<file path="src/inc/tcou_defines.svh">
// Register offsets, field positions, reset values and timing counts of the timer compare unit
`ifndef TCOU_DEFINES_SVH
`define TCOU_DEFINES_SVH

`define TCOU_OFF_CTRL     12'h000
`define TCOU_OFF_COUNT    12'h004
`define TCOU_OFF_COMPARE  12'h008
`define TCOU_OFF_FLAGS    12'h00C
`define TCOU_OFF_PORT     12'h010

`define TCOU_CTRL_TICKEN  0
`define TCOU_CTRL_WGM_LO  1
`define TCOU_CTRL_WGM_HI  2
`define TCOU_CTRL_COM_LO  3
`define TCOU_CTRL_COM_HI  4
`define TCOU_CTRL_FORCE   5
`define TCOU_CTRL_DIV_LO  8
`define TCOU_CTRL_DIV_HI  15

`define TCOU_FLAG_OVF     0
`define TCOU_FLAG_CMP     1

`define TCOU_PORT_OUT     0
`define TCOU_PORT_DIR     1
`define TCOU_PORT_STATE   2

`define TCOU_MODE_NORMAL  2'h0
`define TCOU_MODE_CTC     2'h2
`define TCOU_COUNT_MAX    8'hFF
`define TCOU_COUNT_BOTTOM 8'h00
`define TCOU_RST_BYTE     8'h00
`define TCOU_RST_STATE    1'b0
`define TCOU_RESP_OKAY    2'h0
`define TCOU_RESP_SLVERR  2'h2

`endif

</file>
<file path="src/inc/tcou_pkg.sv">
// Types of the timer compare output unit
package tcou_pkg;

    // Output action on a compare match
    typedef enum logic [1:0] {
        TCOU_ACT_NONE   = 2'h0,
        TCOU_ACT_TOGGLE = 2'h1,
        TCOU_ACT_CLEAR  = 2'h2,
        TCOU_ACT_SET    = 2'h3
    } tcou_action_t;

    // Control fields written by software
    typedef struct packed {
        logic         tickEnable;
        logic [1:0]   waveModeSelect;
        tcou_action_t outputActionSelect;
        logic [7:0]   tickDivide;
    } tcou_ctrl_t;

    // Pin of the general port that the compare output may override
    typedef struct packed {
        logic portOut;
        logic pinDirectionBit;
    } tcou_port_t;

    // Bus write states
    typedef enum logic [2:0] {
        TCOU_WR_IDLE = 3'b001,
        TCOU_WR_DO   = 3'b010,
        TCOU_WR_RESP = 3'b100
    } tcou_wstate_t;

endpackage

</file>
<file path="src/design/tcou_tick_div.sv">
// Divider that makes the one-cycle timer clock enable
`timescale 1ns/1ps
`include "tcou_defines.svh"

module tcou_tick_div (
    input  wire logic       clk,
    input  wire logic       arst_n,
    input  wire logic       enable,
    input  wire logic [7:0] divide,
    output logic            tick
);
    import tcou_pkg::*;

    logic [7:0] count;
    logic [7:0] next_count;
    logic       next_tick;

    // Tick once every divide+1 clocks; stopped when disabled
    always_comb begin
        next_count = count;
        next_tick  = 1'b0;
        if (!enable) begin
            next_count = `TCOU_RST_BYTE;
        end else if (count >= divide) begin
            next_count = `TCOU_RST_BYTE;
            next_tick  = 1'b1;
        end else begin
            next_count = count + 8'h01;
        end
    end

    always_ff @(posedge clk or negedge arst_n) begin
        if (!arst_n) begin
            count <= `TCOU_RST_BYTE;
            tick  <= 1'b0;
        end else begin
            count <= next_count;
            tick  <= next_tick;
        end
    end
endmodule

</file>
<file path="src/design/tcou_pin_mux.sv">
// Port override: compare output replaces the port value when an action is selected
`timescale 1ns/1ps
`include "tcou_defines.svh"

module tcou_pin_mux (
    input  wire logic              clk,
    input  wire logic              arst_n,
    input  tcou_pkg::tcou_port_t   port,
    input  tcou_pkg::tcou_action_t action,
    input  wire logic              compareOutputState,
    output logic                   pinOut,
    output logic                   pinOe
);
    import tcou_pkg::*;

    logic next_pinOut;
    logic next_pinOe;

    // Override ignores the wave mode entirely
    always_comb begin
        next_pinOut = (action != TCOU_ACT_NONE) ? compareOutputState : port.portOut;
        next_pinOe  = port.pinDirectionBit;
    end

    always_ff @(posedge clk or negedge arst_n) begin
        if (!arst_n) begin
            pinOut <= 1'b0;
            pinOe  <= 1'b0;
        end else begin
            pinOut <= next_pinOut;
            pinOe  <= next_pinOe;
        end
    end

    property p_dir_follows;
        @(posedge clk) disable iff (!arst_n) 1'b1 |=> pinOe == $past(port.pinDirectionBit);
    endproperty
    a_dir_follows : assert property (p_dir_follows)
        else $error("pin enable does not follow direction bit");
endmodule

</file>
<file path="src/design/tcou_top.sv">
// Timer compare output unit: counter, compare, output state and AXI4-Lite registers
// Notes on behaviour
// - Counter write blocks compares next tick
// - Writing counter equal compare gives no match
// - Output state kept across mode change
// - Action select unbuffered, applies next match
// - Reset clears output state
// - Nonzero action overrides port value
// - Direction bit still controls pin
// - Override independent of wave mode
// - Action zero leaves state unchanged
// - Force strobe applies action at once while wave mode bit 0 is clear
// - Counting depends only on wave mode
// - Action sets, clears or toggles state
// - Mode zero increments and wraps
// - Overflow flag set as counter wraps from FF
// - Normal mode accepts counter writes anytime
// - Mode two clears at compare value
// - Match sets compare flag next clock while wave mode bit 0 is clear
// - Force leaves flag and counter alone
// - Counter write beats count and clear
`timescale 1ns/1ps
`include "tcou_defines.svh"

module tcou_top (
    input  wire logic        clk,
    input  wire logic        arst_n,
    input  wire logic [11:0] s_axi_awaddr,
    input  wire logic        s_axi_awvalid,
    output logic             s_axi_awready,
    input  wire logic [31:0] s_axi_wdata,
    input  wire logic [3:0]  s_axi_wstrb,
    input  wire logic        s_axi_wvalid,
    output logic             s_axi_wready,
    output logic [1:0]       s_axi_bresp,
    output logic             s_axi_bvalid,
    input  wire logic        s_axi_bready,
    input  wire logic [11:0] s_axi_araddr,
    input  wire logic        s_axi_arvalid,
    output logic             s_axi_arready,
    output logic [31:0]      s_axi_rdata,
    output logic [1:0]       s_axi_rresp,
    output logic             s_axi_rvalid,
    input  wire logic        s_axi_rready,
    input  wire logic        overflowAck,
    input  wire logic        compareAck,
    output logic             pinOut,
    output logic             pinOe
);
    import tcou_pkg::*;

    tcou_ctrl_t   ctrl;
    tcou_port_t   port;
    logic [7:0]   counterValue;
    logic [7:0]   compareValue;
    logic         compareOutputState;
    logic         overflowFlag;
    logic         compareFlag;
    logic         blockNext;
    logic         tick;
    tcou_wstate_t wstate;
    logic [11:0]  waddr;
    logic [31:0]  wdata;
    logic [3:0]   wstrb;
    logic         haveAw;
    logic         haveW;

    tcou_ctrl_t   next_ctrl;
    tcou_port_t   next_port;
    logic [7:0]   next_counterValue;
    logic [7:0]   next_compareValue;
    logic         next_compareOutputState;
    logic         next_overflowFlag;
    logic         next_compareFlag;
    logic         next_blockNext;
    tcou_wstate_t next_wstate;
    logic [11:0]  next_waddr;
    logic [31:0]  next_wdata;
    logic [3:0]   next_wstrb;
    logic         next_haveAw;
    logic         next_haveW;
    logic         next_rvalid;
    logic [31:0]  next_rdata;
    logic [1:0]   next_rresp;

    logic         doWrite;
    logic         wrCount;
    logic         wrCtrl;
    logic         forceStrobe;
    logic         match;
    logic         wordOk;
    tcou_action_t actSel;

    tcou_tick_div u_div (
        .clk    (clk),
        .arst_n (arst_n),
        .enable (ctrl.tickEnable),
        .divide (ctrl.tickDivide),
        .tick   (tick)
    );

    tcou_pin_mux u_mux (
        .clk                (clk),
        .arst_n             (arst_n),
        .port               (port),
        .action             (ctrl.outputActionSelect),
        .compareOutputState (compareOutputState),
        .pinOut             (pinOut),
        .pinOe              (pinOe)
    );

    // Write channel: takes address and data in either order, then answers
    assign s_axi_awready = (wstate == TCOU_WR_IDLE) && !haveAw;
    assign s_axi_wready  = (wstate == TCOU_WR_IDLE) && !haveW;
    assign s_axi_bvalid  = (wstate == TCOU_WR_RESP);
    assign s_axi_arready = !s_axi_rvalid;
    assign doWrite       = (wstate == TCOU_WR_DO);
    assign wordOk        = (waddr[1:0] == 2'h0) && (waddr <= `TCOU_OFF_PORT);
    assign wrCount       = doWrite && wordOk && (waddr == `TCOU_OFF_COUNT) && wstrb[0];
    assign wrCtrl        = doWrite && wordOk && (waddr == `TCOU_OFF_CTRL) && wstrb[0];
    assign forceStrobe   = wrCtrl && wdata[`TCOU_CTRL_FORCE] && !ctrl.waveModeSelect[0];
    // A force written with a new action uses that action at once, not the old one
    assign actSel        = forceStrobe ? tcou_action_t'(wdata[`TCOU_CTRL_COM_HI:`TCOU_CTRL_COM_LO])
                                       : ctrl.outputActionSelect;
    // Match is only honoured on a tick not blocked by a recent counter write
    assign match         = tick && !blockNext && (counterValue == compareValue);

    always_comb begin
        next_wstate = wstate;
        next_waddr  = waddr;
        next_wdata  = wdata;
        next_wstrb  = wstrb;
        next_haveAw = haveAw;
        next_haveW  = haveW;
        s_axi_bresp = wordOk ? `TCOU_RESP_OKAY : `TCOU_RESP_SLVERR;
        case (wstate)
            TCOU_WR_IDLE: begin
                if (s_axi_awvalid && s_axi_awready) begin
                    next_waddr  = s_axi_awaddr;
                    next_haveAw = 1'b1;
                end
                if (s_axi_wvalid && s_axi_wready) begin
                    next_wdata = s_axi_wdata;
                    next_wstrb = s_axi_wstrb;
                    next_haveW = 1'b1;
                end
                if (next_haveAw && next_haveW) begin
                    next_wstate = TCOU_WR_DO;
                end
            end
            TCOU_WR_DO: begin
                next_wstate = TCOU_WR_RESP;
            end
            TCOU_WR_RESP: begin
                if (s_axi_bready) begin
                    next_wstate = TCOU_WR_IDLE;
                    next_haveAw = 1'b0;
                    next_haveW  = 1'b0;
                end
            end
            default: begin
                next_wstate = TCOU_WR_IDLE;
            end
        endcase
    end

    // Registers, counter, flags and compare output state
    always_comb begin
        next_ctrl               = ctrl;
        next_port               = port;
        next_compareValue       = compareValue;
        next_counterValue       = counterValue;
        next_compareOutputState = compareOutputState;
        next_overflowFlag       = overflowFlag;
        next_compareFlag        = compareFlag;
        next_blockNext          = blockNext;
        // Counting follows only the wave mode, and only on ticks; a tick ends the write block
        if (tick) begin
            next_blockNext = 1'b0;
            if (ctrl.waveModeSelect == `TCOU_MODE_CTC && counterValue == compareValue) begin
                next_counterValue = `TCOU_COUNT_BOTTOM;
            end else begin
                next_counterValue = counterValue + 8'h01;
            end
            if (counterValue == `TCOU_COUNT_MAX) begin
                next_overflowFlag = 1'b1;
            end
        end
        // Compare match drives the output state through the action select
        if (match && !ctrl.waveModeSelect[0]) begin
            next_compareFlag = 1'b1;
        end
        if ((match || forceStrobe) && !ctrl.waveModeSelect[0]) begin
            case (actSel)
                TCOU_ACT_TOGGLE: next_compareOutputState = !compareOutputState;
                TCOU_ACT_CLEAR:  next_compareOutputState = 1'b0;
                TCOU_ACT_SET:    next_compareOutputState = 1'b1;
                default:         next_compareOutputState = compareOutputState;
            endcase
        end
        if (doWrite && wordOk && wstrb[0]) begin
            case (waddr)
                `TCOU_OFF_CTRL: begin
                    next_ctrl.tickEnable         = wdata[`TCOU_CTRL_TICKEN];
                    next_ctrl.waveModeSelect     = wdata[`TCOU_CTRL_WGM_HI:`TCOU_CTRL_WGM_LO];
                    next_ctrl.outputActionSelect =
                        tcou_action_t'(wdata[`TCOU_CTRL_COM_HI:`TCOU_CTRL_COM_LO]);
                end
                `TCOU_OFF_COUNT: begin
                    next_counterValue = wdata[7:0];
                    next_blockNext    = 1'b1;
                end
                `TCOU_OFF_COMPARE: next_compareValue = wdata[7:0];
                `TCOU_OFF_FLAGS: begin
                    // A flag set in this cycle survives the clear
                    if (wdata[`TCOU_FLAG_OVF] && !(tick && counterValue == `TCOU_COUNT_MAX)) begin
                        next_overflowFlag = 1'b0;
                    end
                    if (wdata[`TCOU_FLAG_CMP] && !(match && !ctrl.waveModeSelect[0])) begin
                        next_compareFlag = 1'b0;
                    end
                end
                `TCOU_OFF_PORT: begin
                    next_port.portOut         = wdata[`TCOU_PORT_OUT];
                    next_port.pinDirectionBit = wdata[`TCOU_PORT_DIR];
                end
                default: next_port = port;
            endcase
        end
        if (doWrite && wordOk && wstrb[1] && waddr == `TCOU_OFF_CTRL) begin
            next_ctrl.tickDivide = wdata[`TCOU_CTRL_DIV_HI:`TCOU_CTRL_DIV_LO];
        end
        // Interrupt acknowledges from the core clear flags unless set now
        if (overflowAck && !(tick && counterValue == `TCOU_COUNT_MAX)) begin
            next_overflowFlag = 1'b0;
        end
        if (compareAck && !(match && !ctrl.waveModeSelect[0])) begin
            next_compareFlag = 1'b0;
        end
    end

    // Read channel: one register per aligned word, unmapped reads give an error
    always_comb begin
        next_rvalid = s_axi_rvalid;
        next_rdata  = s_axi_rdata;
        next_rresp  = s_axi_rresp;
        if (s_axi_rvalid && s_axi_rready) begin
            next_rvalid = 1'b0;
        end
        if (s_axi_arvalid && s_axi_arready) begin
            next_rvalid = 1'b1;
            next_rresp  = `TCOU_RESP_OKAY;
            case (s_axi_araddr)
                `TCOU_OFF_CTRL: next_rdata = {16'h0000, ctrl.tickDivide, 3'h0,
                    ctrl.outputActionSelect, ctrl.waveModeSelect, ctrl.tickEnable};
                `TCOU_OFF_COUNT:   next_rdata = {24'h000000, counterValue};
                `TCOU_OFF_COMPARE: next_rdata = {24'h000000, compareValue};
                `TCOU_OFF_FLAGS:   next_rdata = {30'h00000000, compareFlag, overflowFlag};
                `TCOU_OFF_PORT:    next_rdata = {29'h00000000, compareOutputState,
                    port.pinDirectionBit, port.portOut};
                default: begin
                    next_rdata = 32'h00000000;
                    next_rresp = `TCOU_RESP_SLVERR;
                end
            endcase
        end
    end

    always_ff @(posedge clk or negedge arst_n) begin
        if (!arst_n) begin
            ctrl               <= '0;
            port               <= '0;
            counterValue       <= `TCOU_RST_BYTE;
            compareValue       <= `TCOU_RST_BYTE;
            compareOutputState <= `TCOU_RST_STATE;
            overflowFlag       <= 1'b0;
            compareFlag        <= 1'b0;
            blockNext          <= 1'b0;
            wstate             <= TCOU_WR_IDLE;
            waddr              <= 12'h000;
            wdata              <= 32'h00000000;
            wstrb              <= 4'h0;
            haveAw             <= 1'b0;
            haveW              <= 1'b0;
            s_axi_rvalid       <= 1'b0;
            s_axi_rdata        <= 32'h00000000;
            s_axi_rresp        <= `TCOU_RESP_OKAY;
        end else begin
            ctrl               <= next_ctrl;
            port               <= next_port;
            counterValue       <= next_counterValue;
            compareValue       <= next_compareValue;
            compareOutputState <= next_compareOutputState;
            overflowFlag       <= next_overflowFlag;
            compareFlag        <= next_compareFlag;
            blockNext          <= next_blockNext;
            wstate             <= next_wstate;
            waddr              <= next_waddr;
            wdata              <= next_wdata;
            wstrb              <= next_wstrb;
            haveAw             <= next_haveAw;
            haveW              <= next_haveW;
            s_axi_rvalid       <= next_rvalid;
            s_axi_rdata        <= next_rdata;
            s_axi_rresp        <= next_rresp;
        end
    end

    // Checks
    property p_block_after_write;
        @(posedge clk) disable iff (!arst_n) wrCount |=> blockNext;
    endproperty
    a_block_after_write : assert property (p_block_after_write)
        else $error("counter write did not arm the block");
    property p_no_match_after_write;
        @(posedge clk) disable iff (!arst_n) blockNext && tick && !forceStrobe
            |=> $stable(compareOutputState);
    endproperty
    a_no_match_after_write : assert property (p_no_match_after_write)
        else $error("match during block window");
    property p_write_wins;
        @(posedge clk) disable iff (!arst_n) wrCount |=> counterValue == $past(wdata[7:0]);
    endproperty
    a_write_wins : assert property (p_write_wins)
        else $error("counter write lost");
    property p_idle_hold;
        @(posedge clk) disable iff (!arst_n) !tick && !wrCount
            |=> counterValue == $past(counterValue);
    endproperty
    a_idle_hold : assert property (p_idle_hold)
        else $error("counter moved without tick");
    property p_ovf_set;
        @(posedge clk) disable iff (!arst_n) tick && !wrCount && counterValue == 8'hFF
            |=> overflowFlag && counterValue == 8'h00;
    endproperty
    a_ovf_set : assert property (p_ovf_set)
        else $error("overflow not set at wrap");
    property p_ctc_clear;
        @(posedge clk) disable iff (!arst_n) tick && !wrCount && ctrl.waveModeSelect == 2'h2
            && counterValue == compareValue |=> counterValue == 8'h00;
    endproperty
    a_ctc_clear : assert property (p_ctc_clear)
        else $error("clear on match missed");
    property p_cmp_flag;
        @(posedge clk) disable iff (!arst_n) match && !ctrl.waveModeSelect[0] |=> compareFlag;
    endproperty
    a_cmp_flag : assert property (p_cmp_flag)
        else $error("compare flag not set");
    property p_none_keeps;
        @(posedge clk) disable iff (!arst_n) (match || forceStrobe)
            && actSel == TCOU_ACT_NONE |=> $stable(compareOutputState);
    endproperty
    a_none_keeps : assert property (p_none_keeps)
        else $error("state changed with action none");
    property p_force_toggle;
        @(posedge clk) disable iff (!arst_n) forceStrobe && !match
            && actSel == TCOU_ACT_TOGGLE
            |=> compareOutputState != $past(compareOutputState) && $stable(compareFlag);
    endproperty
    a_force_toggle : assert property (p_force_toggle)
        else $error("force did not toggle");
    c_wrap  : cover property (@(posedge clk) disable iff (!arst_n) tick && counterValue == 8'hFF);
    c_match : cover property (@(posedge clk) disable iff (!arst_n) match);
    c_force : cover property (@(posedge clk) disable iff (!arst_n) forceStrobe);
endmodule

</file>
<file path="config.mk">
export PLATFORM = sky130hd
export DESIGN_NAME = tcou_top
export DESIGN_NICKNAME = d
export VERILOG_FILES = /design/src/inc/tcou_pkg.sv /design/src/design/tcou_tick_div.sv /design/src/design/tcou_pin_mux.sv /design/src/design/tcou_top.sv
export VERILOG_INCLUDE_DIRS = /design/src /design/src/inc
export SDC_FILE = /design/constraint.sdc
export NUM_CORES = 1
export LEC_CHECK = 0
export ABC_CLOCK_PERIOD_IN_PS = 2950
export BUFFER_PORTS_ARGS = -buffer_cell sky130_fd_sc_hd__buf_2
export CORE_MARGIN = 1.5
export CORE_UTILIZATION = 43
export CTS_BUF_LIST = sky130_fd_sc_hd__clkbuf_2
export CTS_CLUSTER_SIZE = 30
export DETAILED_ROUTE_END_ITERATION = 16
export GPL_TIMING_DRIVEN = 0
export PLACE_DENSITY = 0.66
export SETUP_SLACK_MARGIN = 0.1
export SLEW_MARGIN = 15
export SYNTH_ARGS = -nofsm -noshare
export SYNTH_HDL_FRONTEND = slang
export SYNTH_SLANG_ARGS = --single-unit
</file>
<file path="constraint.sdc">
create_clock -name clk -period 2.95 [get_ports clk]
set_clock_uncertainty 0.15 [all_clocks]
set_input_delay 0.1475 -clock clk [delete_from_list [all_inputs] [get_ports clk]]
set_output_delay 0.1475 -clock clk [all_outputs]
set_load 0.01 [all_outputs]
</file>
==> run metrics, run 1 <==
register area share after synthesis=52.81%; area delta synth->final=25.57%; Yosys top cell by area=dfrtp_1; routed vias/inst=5.023; CTS tree=built; core area=10460 sq um; DR WL/cell=approximately 15 um; n_diodes=0; most frequent cell after synthesis=dfrtp_1; Routed Antenna Nets=0; Max VDD drop=0.3080 mV; Power Total=3.062 mW; footprint of the multi-input gates=2047 sq um; Post-synth EDFFs=0; share of cells above drive strength 1=21.36%; nets=roughly 630; Clock H-tree levels=3; Synth top area share=52.25%; Max Freq=about 390 MHz; Leak Pwr=2.868 nW; Core Util, Final=56.33%; Final Wtd Congestion=0.8266; RSZ-0062 raised after global routing=false; setup TNS=0 ps; largest net degree at the start of global routing=67; Critical Path, Cell by Cell=nor4_1 > nand4_1 > nor3b_2 > mux2_1; register area=2479 sq um; Worst EP arrival=about 2900 ps; fin area=5893 sq um; Least-Margin Pin Slew=846.4 ps; Final Max Tran Viols=0; worst hold stages=6; Unique masters post-synth=54; Avg Inst Size Synth=around 12 sq um; DRC=0; Final Critical Period=2564 ps; post-CTS setup buffers=0; WS Path Type=flip-flop to flip-flop; clk sinks=99; Place WS=388.3 ps; first-pass GRT wire length=about 17 mm; clock root cell=clkbuf_2; non-filler cells, final=between 600 and 700; startpoint types=flip-flop; status=complete, no violations; Final Hold Violating Endpoints=0; crit share post-route=between 80 and 90%; crit path max fanout=8; Initial Util=44.86%; CP max stage delay=770 ps; CP Capture Type=flip-flop; vias in the first global route=3473; post-synthesis cell area=approximately 4700 sq um; Max stage delay cell, worst path=nor3b_2; share of synthesized registers carrying an async set or reset=100.0%; initial antenna violation count=0; Post-DP Area=5326 sq um; Filler cells=928; # rows=37; Max-Cap Viols=0; DRT Pass-1 Iters=4; total CTS buffers=9; Clock Latency Late Sink=560 ps; Die ar.=between 10000 and 15000 sq um; Gate Count Post-Synth=about 400; Synth Flop Type=dfrtp_1; Hold WS=80.72 ps; Synth warnings=0; Boundary Pins=112; FF-to-FF path depth=4; drt initial violations=116; Buf+Inv Stages, Crit Path=0; final setup fails=0; delay-heaviest family, CP=simple AND/OR/NAND/NOR gates; total grt overflow=0; Seq cells post-synth=99; chip width=around 110 um; Die Ht=107.5 um; top cells by area, synth=dfrtp_1 (52%), mux2_1 (12%), buf_4 (2.9%); vias=3481; PnR worst setup slack=386.0 ps; clk slew on worst S/H paths=240 ps; CTS max path bufs=2; relative max-transition margin=43.33%; Post-synth top cells=dfrtp_1 (98), mux2_1 (52), nor2_1 (34); required time worst endpoint=3250 ps; Crit. path cell count=4; GRT Overall Usage=18.96%; port bufs=73; Power Dens Cells=519.6 nW/um^2; CTS resizes=0; HP Class=primary input to flip-flop; HPWL after DPL=just over 7 mm; Inst Count DP=630; Total Wirelength=10.06 mm; CTS Hold Buffers Added=47
worst register-to-register path, stage by stage, from the launching register on:
cell     delay [ps]
dfrtp_1         440
nor4_1          410
nand4_1         320
nor3b_2         770
mux2_1          400
metal layers:
| layer | track usage (%) | vias up | share of wire (%) |
|---|---|---|---|
| li1 | - | 1696 | - |
| met1 | 25.47 | 1688 | 46 |
| met2 | 30.85 | 84 | 48 |
| met3 | 3.148 | 13 | 4.2 |
| met4 | 7.143 | 0 | 1.6 |
| met5 | 0 | - | 0 |
flip-flops by register name, indices dropped and copies added, names as in the netlist, 2 cells and up:
register and cells:
u_div.count 8, wstrb 2, waddr 12, wstate 3
port 2, counterValue 8, compareValue 8, ctrl 13
s_axi_rdata 16, wdata 16
power by group:
group	total (mW)	internal (mW)	switching [mW]
Combinational	0.649	0.371	0.279
Sequential	1.86	1.62	0.238
Clock	0.557	0.116	0.441
kinds of logic (layout without fill, tap and decap cells):
logic type	Yosys count	count (layout)	synth area share [%]
muxes	57	57	14.08
and+or+nand+nor	112	112	12.42
xor gates and xnor gates	20	20	3.732
DFF	99	99	52.81
AOI/OAI and AO/OA	61	61	9.278
adders and majority gates	10	10	2.666
other	1	18	0.07990
buffers and inverters	43	180	4.932
worst paths after layout:
| check | startpoint | endpoint | slack, ps |
|---|---|---|---|
| setup / recovery | waddr[7] | compareValue[3] | 390 |
| hold / removal | s_axi_araddr[5] | s_axi_rdata[0] | 80 |
| setup reg to reg | waddr[7] | compareValue[3] | 390 |
| hold reg to reg | port[0] | u_mux.pinOe | 340 |
| max in group asynchronous | arst_n | wstate[0] | 1850 |
| min in group asynchronous | arst_n | s_axi_rdata[4] | 450 |
final cells by class:
cell class,count,area share [%]
inverters,15,0.9554
plain buffers,28,2.972
clock buffers,11,0.9342
repair buffers,121,14.93
well taps,136,2.887
clock inverters,5,0.5308
multi-input cells,278,34.73
flip-flops and latches,99,42.06
placed cells by master, fill, tap and decap left out, types with 4 or more instances in the layout:
master	n
nor3_1	4
ha_1	10
inv_1	14
clkbuf_1	7
xnor2_1	6
buf_2	74
o21ai_0	5
o31ai_1	12
a22o_1	11
a21o_1	4
dfrtp_1	98
nor2_1	34
nand4_1	5
clkbuf_2	11
conb_1	18
nand3_1	9
mux2_1	52
dlygate4sd3_1	46
xor2_1	14
nor4_1	5
a21oi_1	9
buf_4	18
o21ai_1	4
nand2_1	28
(Power assumes the default switching activity.)
==> inputs of run 2 (changes only) <==
Settings changed: CELL_PAD_IN_SITES_DETAIL_PLACEMENT set to 0, CELL_PAD_IN_SITES_GLOBAL_PLACEMENT set to 1, PLACE_DENSITY 0.66 to unset, PLACE_DENSITY_LB_ADDON set to 0.1.
==> run metrics, run 2 (synthesized netlist as in run 1, its figures left out) <==
DR WL/cell=14.78 um (was 14.52 um); WS Path Type=flip-flop to flip-flop (unchanged); register area=2479 sq um (unchanged); core area=10460 sq um (unchanged); area delta synth->final=26.31% (was 25.57%); vias=3451 (was 3481); Power Dens Cells=527.7 nW/um^2 (was 519.6 nW/um^2); required time worst endpoint=3260 ps (was 3250 ps); Leak Pwr=2.879 nW (was 2.868 nW); Filler cells=977 (was 928); final setup fails=0 (unchanged); Max stage delay cell, worst path=a2111oi_0 (was nor3b_2); HPWL after DPL=7.403 mm (was 7.170 mm); first-pass GRT wire length=17.07 mm (was 16.94 mm); Final Critical Period=2523 ps (was 2564 ps); relative max-transition margin=55.41% (was 43.33%); crit path max fanout=8 (unchanged); RSZ-0062 raised after global routing=false (unchanged); Critical Path, Cell by Cell=inv_1 > ha_1 > nand2b_1 > a21o_1 > a2111oi_0 > o211ai_1 > nor2_1 (was nor4_1 > nand4_1 > nor3b_2 > mux2_1); status=complete, no violations (unchanged); hold_sp=s_axi_araddr[5] (unchanged); combinational share of power=20.5% (was 21.2%); CTS tree=built (unchanged); Reg2Reg Capture Point=u_div.count[7] (was compareValue[3]); reg-to-reg startpoint=u_div.count[0] (was waddr[7]); post-CTS setup buffers=0 (unchanged); chip width=107.5 um (unchanged); clock network power share=19.8% (was 18.2%); DRT Pass-1 Iters=4 (unchanged); Max-Cap Viols=0 (unchanged); Clock Latency Late Sink=550 ps (was 560 ps); sw power=1.007 mW (was 957.7 uW); GRT Overall Usage=18.94% (was 18.96%); Final Wtd Congestion=0.8292 (was 0.8266); CTS max path bufs=2 (unchanged); nets=632 (was 631); clk slew on worst S/H paths=290 ps (was 240 ps); CP max stage delay=590 ps (was 770 ps); port bufs=73 (unchanged); largest net degree at the start of global routing=60 (was 67); HP Class=primary input to flip-flop (unchanged); Worst EP arrival=2840 ps (was 2870 ps); Max VDD drop=0.3604 mV (was 0.3080 mV); total grt overflow=0 (unchanged); crit share post-route=85.51% (was 86.92%); Final Max Tran Viols=0 (unchanged); fin area=5928 sq um (was 5893 sq um); Buf+Inv Stages, Crit Path=1 (was 0); Regs by FF count=s_axi_rdata: 16 flops, wdata: 16 flops, ctrl: 13 flops (unchanged); Hold Path End=s_axi_rdata[0] (unchanged); Max Freq=396.4 MHz (was 390.0 MHz); clock root cell=clkbuf_2 (unchanged); R2R Setup Slk=430 ps (was 390 ps); PnR worst setup slack=427.4 ps (was 386.0 ps); Boundary Pins=112 (unchanged); Final Hold Violating Endpoints=0 (unchanged); Routed Antenna Nets=0 (unchanged); register share of total power=59.7% (was 60.6%); Least-Margin Pin Slew=665.9 ps (was 846.4 ps); routed vias/inst=4.973 (was 5.023); Initial Util=44.86% (unchanged); Net Sw Frac=32.19% (was 31.28%); worst hold stages=6 (unchanged); footprint of the multi-input gates=2053 sq um (was 2047 sq um); DRC=0 (unchanged); Int Power=2.121 mW (was 2.104 mW); setup TNS=0 ps (unchanged); total CTS buffers=9 (unchanged); initial antenna violation count=0 (unchanged); share of cells above drive strength 1=21.51% (was 21.36%); vias in the first global route=3414 (was 3473); n_diodes=0 (unchanged); commonest non-fill, non-tap cell in the layout=dfrtp_1 (unchanged); drt initial violations=98 (was 116); Clock H-tree levels=3 (unchanged); clk sinks=99 (unchanged); Total Wirelength=10.26 mm (was 10.06 mm); CP Capture Type=flip-flop (unchanged); # rows=37 (unchanged); FF-to-FF path depth=7 (was 4); Place WS=378.0 ps (was 388.3 ps); startpoint types=flip-flop (unchanged); most frequent cells in the layout=dfrtp_1 (98), buf_2 (74), mux2_1 (52), dlygate4sd3_1 (47), nor2_1 (34) (was dfrtp_1 (98), buf_2 (74), mux2_1 (52), dlygate4sd3_1 (46), nor2_1 (34)); Post-DP Area=5326 sq um (unchanged); delay-heaviest family, CP=compound AO/OA/AOI/OAI gates (was simple AND/OR/NAND/NOR gates); Die Ht=107.5 um (unchanged); Die ar.=11550 sq um (unchanged)
[run 2: tightest hold or removal path, stage by stage]
cell and delay (ps):
buf_2 70, nor3_1 30, nand3_1 150, nor2_1 80
a32oi_1 150, o21ai_1 80
[run 2: layout make-up]
cell class,instances,share of cell area (%)
Sequential cell,99,41.81
Multi-Input combinational cell,278,34.63
Timing Repair Buffer,122,15.01
Buffer,28,2.955
Tap cell,136,2.870
Inverter,15,0.9498
Clock inverter,6,0.9287
Clock buffer,10,0.8442
[run 2: power groups by stage]
stage / Clock, mW / Sequential [mW] / Combinational [mW]
floorplan: 0 / 1.80 / 0.415
global placement: 0 / 1.89 / 0.541
detailed placement: 0 / 1.89 / 0.565
CTS: 0.639 / 1.87 / 0.650
global route: 0.696 / 1.91 / 0.726
finish: 0.619 / 1.87 / 0.641
[run 2: per-stage QoR]
stage          std cells  total power, mW  hold slack (ps)  util (%)
6_report             694            3.128            58.80     56.66
3_3_place_gp         629            2.427            188.4     50.59
2_1_floorplan        420            2.217           -298.1         -
5_1_grt              694            3.337            72.90     56.66
3_5_place_dp         630            2.460           -59.19     50.91
4_1_cts              694            3.156            30.85     56.60
[run 2: how the worst max path moves through the flow]
stage,slack (ps),depth (start not counted),end,start
floorplan,850,5,compareOutputState,wstate[2]
global placement,420,4,compareValue[7],waddr[7]
detailed placement,380,4,compareValue[5],waddr[7]
CTS,290,4,compareValue[2],waddr[7]
global route,250,4,compareValue[2],waddr[7]
finish,430,7,u_div.count[7],u_div.count[0]
[run 2: repair_timing]
item	CTS	global route
hold endpoints to repair	141	0
hold buffers	48	0
gates resized for setup	0	1
setup endpoints to repair	0	2
[run 2: per-layer routing]
layer | up-vias | part of all wire (%) | GRT usage, %
met5 | - | 0 | 0
met4 | 0 | 0.92 | 5.357
met3 | 9 | 4.8 | 2.724
met2 | 91 | 46 | 30.03
met1 | 1658 | 48 | 27.19
li1 | 1693 | - | -
